## config.mk

```make
export PLATFORM = sky130hd
export DESIGN_NAME = binary_delay_timer
export DESIGN_NICKNAME = d
export VERILOG_FILES = /design/src/hdl/binary_delay_timer_pkg.sv /design/src/hdl/binary_delay_timer.sv
export SDC_FILE = /design/constraint.sdc
export NUM_CORES = 1
export LEC_CHECK = 0
export ABC_AREA = 1
export BUFFER_PORTS_ARGS = -buffer_cell sky130_fd_sc_hd__buf_2
export CORE_MARGIN = 1
export CORE_UTILIZATION = 50
export CTS_CLUSTER_SIZE = 12
export DETAILED_ROUTE_END_ITERATION = 8
export GPL_TIMING_DRIVEN = 0
export PLACE_DENSITY = 0.7
export SLEW_MARGIN = 5
export SYNTH_ARGS = -nofsm -noshare
export SYNTH_HDL_FRONTEND = slang
export SYNTH_SLANG_ARGS = --single-unit
```

## constraint.sdc

```tcl
create_clock -name clk_sys -period 4.6 [get_ports clk_sys]
set_input_delay 0.46 -clock clk_sys [delete_from_list [all_inputs] [get_ports clk_sys]]
set_output_delay 0.46 -clock clk_sys [all_outputs]
set_load 0.05 [all_outputs]
```

## src/hdl/binary_delay_timer_pkg.sv

```systemverilog
// constants for the programmable binary delay timer
package binary_delay_timer_pkg;
    localparam int TAP_COUNT = 8;
    localparam int SYNC_STAGES = 3;
    // base period of the time base, in ns (one rc constant stand-in)
    localparam int BASE_PERIOD_NS = 1000;
    localparam int CLK_PERIOD_NS = 10;
    localparam int BASE_PERIOD_CYC = (BASE_PERIOD_NS / CLK_PERIOD_NS < 2) ? 2 :
        BASE_PERIOD_NS / CLK_PERIOD_NS;
    // low part of each time-base pulse, in ns
    localparam int PULSE_LOW_NS = 500;
    localparam int PULSE_LOW_CYC = (PULSE_LOW_NS + CLK_PERIOD_NS - 1) / CLK_PERIOD_NS;
    localparam logic [7:0] TAPS_IDLE = 8'hFF;
    localparam logic [7:0] COUNT_RESET = 8'h00;
endpackage

```

## src/hdl/binary_delay_timer.sv

```systemverilog
// control flip-flop, time base and ripple-equivalent counter of the delay timer
// Behaviour
// - after power-up with no inputs, idle with every tap released high.
// - a rising trigger starts a timing cycle from idle.
// - starting enables time base and counter and pulls every tap low.
// - running time base emits one low pulse per base period on its output, from the second period on.
// - counter advances once per time-base pulse while running.
// - a rising reset ends the cycle and returns to idle.
// - further triggers are ignored while a cycle runs.
// - trigger and reset together: trigger wins, timing starts or continues.
// - in reset, time base and counter stop and every tap stays high.
// - taps fed back to reset end the cycle at the programmed count.
// - a lone tap stays low for its weight times the base period.
// - tied taps stay low for the summed weights times the base period.
// - with no feedback the counter cycles freely after a trigger.
// - counter steps on each falling time-base edge; output idles high.
// - taps are open-drain, so a shared bus is low if any tap is low.
`timescale 1ns/100ps
`default_nettype none
module binary_delay_timer #(
    parameter int BASE_PERIOD_CYC = binary_delay_timer_pkg::BASE_PERIOD_CYC,
    parameter int PULSE_LOW_CYC = binary_delay_timer_pkg::PULSE_LOW_CYC
) (
    input wire logic clk_sys,
    input wire logic reset_n,
    input wire logic trigger_in,
    input wire logic reset_pulse_in,
    output logic time_base_pulse_out,
    output logic [binary_delay_timer_pkg::TAP_COUNT-1:0] weighted_count_taps_out,
    output logic [binary_delay_timer_pkg::TAP_COUNT-1:0] weighted_count_taps_oe,
    output logic running
);
    localparam int N = binary_delay_timer_pkg::TAP_COUNT;
    localparam int SW = binary_delay_timer_pkg::SYNC_STAGES;
    localparam int CW = $clog2(BASE_PERIOD_CYC + 1);

    // ------------------------------------------------------------
    // helpers
    // ------------------------------------------------------------
    // a pin level is only believed once the two oldest stages agree
    function automatic logic agreed_level(input logic [SW-1:0] stages, input logic held);
        logic agree;
        agree = stages[SW-1] == stages[SW-2];
        return agree ? stages[SW-1] : held;
    endfunction

    function automatic logic rising(input logic now_level, input logic was_level);
        return now_level & ~was_level;
    endfunction

    // ------------------------------------------------------------
    // input synchronisers
    // ------------------------------------------------------------
    logic [SW-1:0] trig_sync_q;
    logic [SW-1:0] rst_sync_q;
    logic trig_level_q;
    logic rst_level_q;
    wire trig_level_d = agreed_level(trig_sync_q, trig_level_q);
    wire rst_level_d = agreed_level(rst_sync_q, rst_level_q);
    // stage 0 only feeds stage 1; edges are taken on agreed levels
    wire trig_rise = rising(trig_level_d, trig_level_q);
    wire rst_rise = rising(rst_level_d, rst_level_q);

    always_ff @(posedge clk_sys or negedge reset_n) begin
        if (!reset_n) begin
            trig_sync_q <= '0;
        end else begin
            trig_sync_q <= {trig_sync_q[SW-2:0], trigger_in};
        end
    end

    always_ff @(posedge clk_sys or negedge reset_n) begin
        if (!reset_n) begin
            rst_sync_q <= '0;
        end else begin
            rst_sync_q <= {rst_sync_q[SW-2:0], reset_pulse_in};
        end
    end

    // low after reset, matching the idle level of both pins, so no false edge
    always_ff @(posedge clk_sys or negedge reset_n) begin
        if (!reset_n) begin
            trig_level_q <= 1'b0;
        end else begin
            trig_level_q <= trig_level_d;
        end
    end

    always_ff @(posedge clk_sys or negedge reset_n) begin
        if (!reset_n) begin
            rst_level_q <= 1'b0;
        end else begin
            rst_level_q <= rst_level_d;
        end
    end

    // ------------------------------------------------------------
    // control flip-flop
    // ------------------------------------------------------------
    typedef enum logic [1:0] {
        IDLE = 2'b01,
        TIMING = 2'b10
    } ctrl_state_e;
    ctrl_state_e state_q;
    ctrl_state_e state_d;
    wire start = trig_rise & (state_q == IDLE);

    always_comb begin
        case (state_q)
            IDLE: state_d = trig_rise ? TIMING : IDLE;
            // a reset edge alongside a trigger edge keeps timing
            TIMING: state_d = (rst_rise && !trig_rise) ? IDLE : TIMING;
            default: state_d = IDLE;
        endcase
    end

    always_ff @(posedge clk_sys or negedge reset_n) begin
        if (!reset_n) begin
            state_q <= IDLE;
        end else begin
            state_q <= state_d;
        end
    end

    wire run_next = state_d == TIMING;
    wire restart = !run_next || start;

    // ------------------------------------------------------------
    // time base: period counter, low pulse at the head of each period after the first
    // ------------------------------------------------------------
    logic [CW-1:0] phase_q;
    logic armed_q;
    logic tb_q;
    wire phase_wrap = phase_q == CW'(BASE_PERIOD_CYC - 1);
    wire [CW-1:0] phase_step = phase_wrap ? '0 : phase_q + CW'(1);
    wire [CW-1:0] phase_d = restart ? '0 : phase_step;
    // no pulse heads the first period, so tap 0 stays low one full period
    wire armed_d = !restart && (armed_q || phase_wrap);
    wire in_low = phase_d < CW'(PULSE_LOW_CYC);
    wire tb_d = !(armed_d && in_low);
    wire tb_fall = tb_q & ~tb_d;

    always_ff @(posedge clk_sys or negedge reset_n) begin
        if (!reset_n) begin
            phase_q <= '0;
        end else begin
            phase_q <= phase_d;
        end
    end

    always_ff @(posedge clk_sys or negedge reset_n) begin
        if (!reset_n) begin
            armed_q <= 1'b0;
        end else begin
            armed_q <= armed_d;
        end
    end

    always_ff @(posedge clk_sys or negedge reset_n) begin
        if (!reset_n) begin
            tb_q <= 1'b1;
        end else begin
            tb_q <= tb_d;
        end
    end

    // ------------------------------------------------------------
    // binary counter and taps; tap k is low while count bit k is 0
    // ------------------------------------------------------------
    logic [N-1:0] count_q;
    wire [N-1:0] count_step = tb_fall ? count_q + N'(1) : count_q;
    wire [N-1:0] count_d = restart ? binary_delay_timer_pkg::COUNT_RESET : count_step;
    // idle: all released; running: low where the count bit is clear
    wire [N-1:0] pull_d = run_next ? ~count_d : ~binary_delay_timer_pkg::TAPS_IDLE;

    always_ff @(posedge clk_sys or negedge reset_n) begin
        if (!reset_n) begin
            count_q <= binary_delay_timer_pkg::COUNT_RESET;
        end else begin
            count_q <= count_d;
        end
    end

    // ------------------------------------------------------------
    // registered outputs
    // ------------------------------------------------------------
    always_ff @(posedge clk_sys or negedge reset_n) begin
        if (!reset_n) begin
            weighted_count_taps_oe <= '0;
        end else begin
            weighted_count_taps_oe <= pull_d;
        end
    end

    always_ff @(posedge clk_sys or negedge reset_n) begin
        if (!reset_n) begin
            time_base_pulse_out <= 1'b1;
        end else begin
            time_base_pulse_out <= tb_d;
        end
    end

    always_ff @(posedge clk_sys or negedge reset_n) begin
        if (!reset_n) begin
            running <= 1'b0;
        end else begin
            running <= run_next;
        end
    end

    // open drain: only ever drives low, the pull-up gives the high level
    always_ff @(posedge clk_sys or negedge reset_n) begin
        if (!reset_n) begin
            weighted_count_taps_out <= '0;
        end else begin
            weighted_count_taps_out <= '0;
        end
    end
endmodule
`default_nettype wire

```

Word-level counts from Yosys, hierarchy flattened:

Index checks and enable logic that the tools add are counted.

* bits in registers: 36
* latch bits: 0
* RAM bits: 0
* ROM bits: 0
* output and inout port bits: 18
* memories kept: 0

* add/subtract/negate cells: 2
* multipliers: 0
* div/mod/pow operators: 0
* magnitude comparators: 1
* eq/ne operators: 6
* shifts and indexed selects: 0
* muxes and demuxes: 10
* bitwise operators: 7
* reduce and logical (&&, ||, !) cells: 9

Operators with widths (count)
* $mux 8: 3
* $mux 7: 2
* $add 8x1->8 const B: 1
* $not 8->8: 1
* $add 7x1->7 const B: 1
* $eq 7x7->1 const B: 1
* $lt 7x6->1 const B: 1
* $and 1x1->1: 4
* $eq 2x2->1 const B: 2
* $logic_not 1->1: 4
* $mux 2: 2
* $pmux 2 s2: 1
* $logic_and 1x1->1: 3
* $eq 1x1->1: 2
* $eq 2x1->1 const B: 1
* $logic_or 1x1->1: 2
* $mux 1: 2
* $not 1->1: 2

Logic depth before layout (Yosys ltp):

* depth after elaboration: 18
* depth in mapped cells: 15

Worst setup path after synthesis:

Ideal clock, no wire load.

* path type: reg-to-reg
* start: register state_q[0]
* end: register weighted_count_taps_oe[0] (netlist name)
* arrival: 1946 ps
* data required time: 4487 ps
* slack: 2541 ps
* stages on the path, launching flop included: 13
* path through: dfstp_2 > inv_1 > ha_1 > a21oi_4 > nand3_4 > clkinv_4 > o21ai_2 > nor2_8 > nand3_4 > nand2_1 > nand3_1 > nand2_1 > inv_1

* word-level cells in the longest chain between the ends: 13

Ends and longest elaborated chain
* from (decl): line binary_delay_timer.sv:104 `ctrl_state_e state_q;`
* from (signal assigned): line binary_delay_timer.sv:121 `state_q <= state_d;`
* $eq 2x2->1 or $eq 2x1->1 (tied branches): line binary_delay_timer.sv:109, binary_delay_timer.sv:106
* $pmux 2 s2: line binary_delay_timer.sv:109 `case (state_q)`
* $eq 2x2->1: line binary_delay_timer.sv:125 `wire run_next = state_d == TIMING;`
* $logic_not 1->1: line binary_delay_timer.sv:126 `wire restart = !run_next || start;`
* $logic_or 1x1->1: line binary_delay_timer.sv:126
* $mux 7 or $logic_not 1->1 (tied branches): line binary_delay_timer.sv:136, binary_delay_timer.sv:138
* $lt 7x6->1 or $logic_and 1x1->1 (tied branches): line binary_delay_timer.sv:139, binary_delay_timer.sv:138
* $logic_and 1x1->1: line binary_delay_timer.sv:140 `wire tb_d = !(armed_d && in_low);`
* $and 1x1->1: line binary_delay_timer.sv:141 `wire tb_fall = tb_q & ~tb_d;`
* $mux 8: line binary_delay_timer.sv:171 `wire [N-1:0] count_step = tb_fall ? count_q + N'(1) : count_q;`
* $mux 8: line binary_delay_timer.sv:172 `wire [N-1:0] count_d = restart ? binary_delay_timer_pkg::COUNT_RESET : count_step;`
* $not 8->8: line binary_delay_timer.sv:174 `wire [N-1:0] pull_d = run_next ? ~count_d : ~binary_delay_timer_pkg::TAPS_IDLE;`
* $mux 8 (*): line binary_delay_timer.sv:174
* via pull_d[0]: line binary_delay_timer.sv:174
* to (signal assigned): line binary_delay_timer.sv:191 `weighted_count_taps_oe <= pull_d;`
* to (decl): line binary_delay_timer.sv:30 `output logic [binary_delay_timer_pkg::TAP_COUNT-1:0] weighted_count_taps_oe,`

The timed path passes the listed nets; every way through them passes the cells marked *.

Worst setup path after layout:

* start: register state_q[0]
* end: register weighted_count_taps_oe[1] (netlist name)

The elaborated chain is that of the path after synthesis.

==> results.sh <==
export IMPL_yosys_area_share_adder_pct=4.08
export IMPL_design_final_nets=213
export IMPL_num_antenna_cells=0
export IMPL_setup_total_negative_slack_ns=0
export IMPL_portBuffers=13
export IMPL_power_switching_w=0.000200
export IMPL_setup_viol_count_final=0
export IMPL_finalHoldWorstSlack_ns=0.186
export IMPL_cts_stage_hold_buffer_count=0
export IMPL_dp_hpwl_um=2060
export IMPL_p_clk_share_pct=34.5
export IMPL_final_core_util_pct=62.2
export IMPL_slew_margin_rel_pct=48.4
export IMPL_synthesis_yosys_warnings=0
export IMPL_design_core_area_sq_um=3150
export IMPL_period_needed_ns=2.37
export IMPL_worstPathMaxFanout=10
export IMPL_min_path_type="primary input to async pin"
export IMPL_cts_root_to_sink_buffers=2
export IMPL_route_antenna_remaining_nets=0
export IMPL_drc_violations=0
export IMPL_die_x_um=60.6
export IMPL_use_met1_pct=23.4
export IMPL_dominant_combinational_cell_family_by_area_after_synthesis="simple AND/OR/NAND/NOR gates"
export IMPL_critical_path_class="flop to flop"
export IMPL_synth_simple_gate_area_share_pct=23.5
export IMPL_regArea_sq_um=903
export IMPL_syn_to_final_growth_pct=14.0
export IMPL_worst_setup_path_start_kind="flop"
export IMPL_async_flop_share_pct=100
export IMPL_floorplan_rows=20
export IMPL_cts_max_level=2
export IMPL_tightestPinTransition_ns=0.773
export IMPL_pre_cts_ws_ns=2.24
export IMPL_drt_iter0_markers=29
export IMPL_p_comb_share_pct=17.1
export IMPL_cp_end_kind="flop"
export IMPL_worstPathArrival_ns=2.60
export IMPL_track_usage_pct=19.1
export IMPL_die_area_sq_um=3680
export IMPL_data_required_time_at_the_worst_endpoint_ns=4.84
export IMPL_run_status="finished, final reports clean"
export IMPL_multi_input_comb_area_sq_um=668
export IMPL_synth_cells_most_frequent="34 x sky130_fd_sc_hd__dfrtp_1, 26 x sky130_fd_sc_hd__inv_1, 23 x sky130_fd_sc_hd__nand2_1"
export IMPL_finalPower_w=0.000712
export IMPL_post_cts_resize_count=0
export IMPL_final_min_period_over_clock_period_pct=51.4
export IMPL_finalHoldViolCount=0
export IMPL_power_density_nw_per_um2=363
export IMPL_global_route_wire_length_before_repair_um=5030
export IMPL_gr_busiest_metal="met2"
export IMPL_postSynthAreaPerCell_sq_um=9.66
export IMPL_synthFlopType="sky130_fd_sc_hd__dfrtp_1"
export IMPL_max_cap_viol_count=0
export IMPL_globalRouteMet2Util_pct=29.8
export IMPL_antenna_found_initial=0
export IMPL_io_pin_count=22
export IMPL_clock_sinks=36
export IMPL_cts_tree="done"
export IMPL_start_util_pct=54.5
export IMPL_globalRouteMet3Util_pct=5.33
export IMPL_share_of_cells_above_drive_strength_1_pct=23.8
export IMPL_clk_pin_slew_worst_paths_ns=0.11
export IMPL_clock_tree_root_cell="sky130_fd_sc_hd__clkbuf_4"
export IMPL_firstDrtPassIters=4
export IMPL_clk_insertion_delay_late_ns=0.34
export IMPL_timing_final_max_slew_violations=0
export IMPL_setup_ws_ns=2.23
export IMPL_synth_top_cells_by_area="sky130_fd_sc_hd__dfrtp_1 49%, sky130_fd_sc_hd__inv_1 5.7%, sky130_fd_sc_hd__nand4_1 5.1%, sky130_fd_sc_hd__nand2_1 5.0%, sky130_fd_sc_hd__a21oi_1 3.5%"
export IMPL_total_leakage_power_nw=1.04
export IMPL_wl_per_cell_um=11.6
export IMPL_post_synth_xor_area_fraction_pct=3.57
export IMPL_synth_cell_type_count=27
export IMPL_internal_power_w=0.000512
export IMPL_netSwitchingFraction_pct=28.0
export IMPL_cts_inserted_buffers=5
export IMPL_vias=1220
export IMPL_first_global_vias=1195
export IMPL_overflow=0
export IMPL_yosys_area_top_type="sky130_fd_sc_hd__dfrtp_1"
export IMPL_seq_power_share_pct=48.4
export IMPL_compound_gate_portion_of_the_synthesized_area_pct=5.97
export IMPL_post_synth_top_count_cell="sky130_fd_sc_hd__dfrtp_1"
export IMPL_syn_instance_count=178
export IMPL_vdd_ir_drop_max_v=0.000221
export IMPL_totalWireLength_um=2900
export IMPL_register_bit_total_from_synthesis=36
export IMPL_yosysTopAreaCellShare_pct=49.5
export IMPL_yosysSeqAreaShare_pct=52.5
export IMPL_unrepaired_setup_endpoints_after_global_routing="no"
export IMPL_fin_skew_ns=0.00818
export IMPL_fill_cells=302
export IMPL_die_y_um=60.6
export IMPL_finalWeightedCongestion=0.858
export IMPL_synth_cell_area_sq_um=1720
export IMPL_mux_share_of_post_synthesis_cell_area_pct=0
export IMPL_grt_max_degree=37
export IMPL_edff_count_synth=0
export IMPL_cts_repair_timing_setup_buffer_count=0
export IMPL_max_freq_ghz=0.423
export IMPL_detail_route_vias_per_cell=4.88
-- final timing paths --
kind                                 from                         to  slack [ns]  cells after the start
setup / recovery               state_q[0]  weighted_count_taps_oe[1]        2.23                     12
hold / removal                    reset_n             trig_sync_q[2]        0.19                      1
setup reg to reg               state_q[0]  weighted_count_taps_oe[1]        2.23                     12
hold reg to reg            trig_sync_q[0]             trig_sync_q[1]        0.35                      0
max in group asynchronous         reset_n  weighted_count_taps_oe[5]        3.92                      1
min in group clk_sys       reset_pulse_in              rst_sync_q[0]        0.22                      1
-- flip-flops by register name (all words and copies together) (netlist names) --
name	count
count_q	8
weighted_count_taps_oe	8
phase_q	7
rst_sync_q	3
trig_sync_q	3
state_q	2
armed_q	1
rst_level_q	1
running	1
time_base_pulse_out	1
trig_level_q	1
-- critical path, cell delays in order, from the launching register on --
cell,delay (ns)
sky130_fd_sc_hd__dfstp_2,0.54
sky130_fd_sc_hd__ha_1,0.21
sky130_fd_sc_hd__nand4_1,0.27
sky130_fd_sc_hd__nand3_4,0.27
sky130_fd_sc_hd__clkinv_4,0.14
sky130_fd_sc_hd__nand2_2,0.10
sky130_fd_sc_hd__nor2_2,0.04
sky130_fd_sc_hd__nand2_2,0.19
sky130_fd_sc_hd__nand3_4,0.19
sky130_fd_sc_hd__nand2_1,0.11
sky130_fd_sc_hd__nand3_1,0.09
sky130_fd_sc_hd__nand2_1,0.07
sky130_fd_sc_hd__inv_1,0.04
-- cell usage in the layout (no fill, tap or decap), types with 2 or more instances in the layout --
cell | synthesis | final
sky130_fd_sc_hd__dfrtp_1 | 34 | 34
sky130_fd_sc_hd__inv_1 | 26 | 26
sky130_fd_sc_hd__nand2_1 | 23 | 23
sky130_fd_sc_hd__nand4_1 | 14 | 14
sky130_fd_sc_hd__buf_2 | 0 | 13
sky130_fd_sc_hd__a21oi_1 | 12 | 12
sky130_fd_sc_hd__nand3_1 | 11 | 11
sky130_fd_sc_hd__nor2_1 | 10 | 10
sky130_fd_sc_hd__nand2_2 | 8 | 8
sky130_fd_sc_hd__buf_4 | 8 | 8
sky130_fd_sc_hd__conb_1 | 1 | 8
sky130_fd_sc_hd__clkbuf_4 | 0 | 5
sky130_fd_sc_hd__xor2_1 | 4 | 4
sky130_fd_sc_hd__ha_1 | 4 | 4
sky130_fd_sc_hd__xnor2_1 | 3 | 3
sky130_fd_sc_hd__o21ai_0 | 2 | 2
sky130_fd_sc_hd__nand3_4 | 2 | 2
sky130_fd_sc_hd__nor2_2 | 2 | 2
sky130_fd_sc_hd__nor3_1 | 2 | 2
sky130_fd_sc_hd__maj3_1 | 2 | 2
sky130_fd_sc_hd__clkbuf_8 | 0 | 2
sky130_fd_sc_hd__dfstp_2 | 2 | 2
-- layout make-up --
cell class,count,area share [%]
clock buffers,7,3.32
inverters,28,5.62
repair buffers,13,3.32
plain buffers,9,3.25
well taps,44,2.81
flip-flops and latches,36,46.1
clock inverters,1,1.53
multi-input cells,112,34.1
-- metal layers --
layer | up-vias | part of all wire (%)
met1 | 561 | 45
met2 | 31 | 47
met5 | - | 0
met4 | 0 | 3.0
met3 | 11 | 5.6
li1 | 617 | -
-- kinds of logic after synthesis --
family | count (synthesis)
simple gates | 74
buf+inv | 37
flops | 36
compound gates | 17
xor+xnor | 7
fa+ha+maj | 6
other cells | 1
-- power groups by stage --
| stage | clock network [W] | logic, W | registers [W] |
|---|---|---|---|
| after global routing | 0.000265 | 0.000132 | 0.000347 |
| after floorplan | 0 | 0.0000680 | 0.000380 |
| after global placement | 0 | 0.000120 | 0.000350 |
| final | 0.000245 | 0.000122 | 0.000345 |
| after CTS | 0.000252 | 0.000123 | 0.000345 |
| after detailed placement | 0 | 0.000123 | 0.000351 |
-- per-stage QoR --
stage | cell area [sq um] | cells
after floorplan | 1750 | 185
after global placement | 1870 | 242
after detailed placement | 1870 | 242
after CTS | 1960 | 250
after global routing | 1960 | 250
final | 1960 | 250
Note: power is estimated with default switching activity, not from simulation.
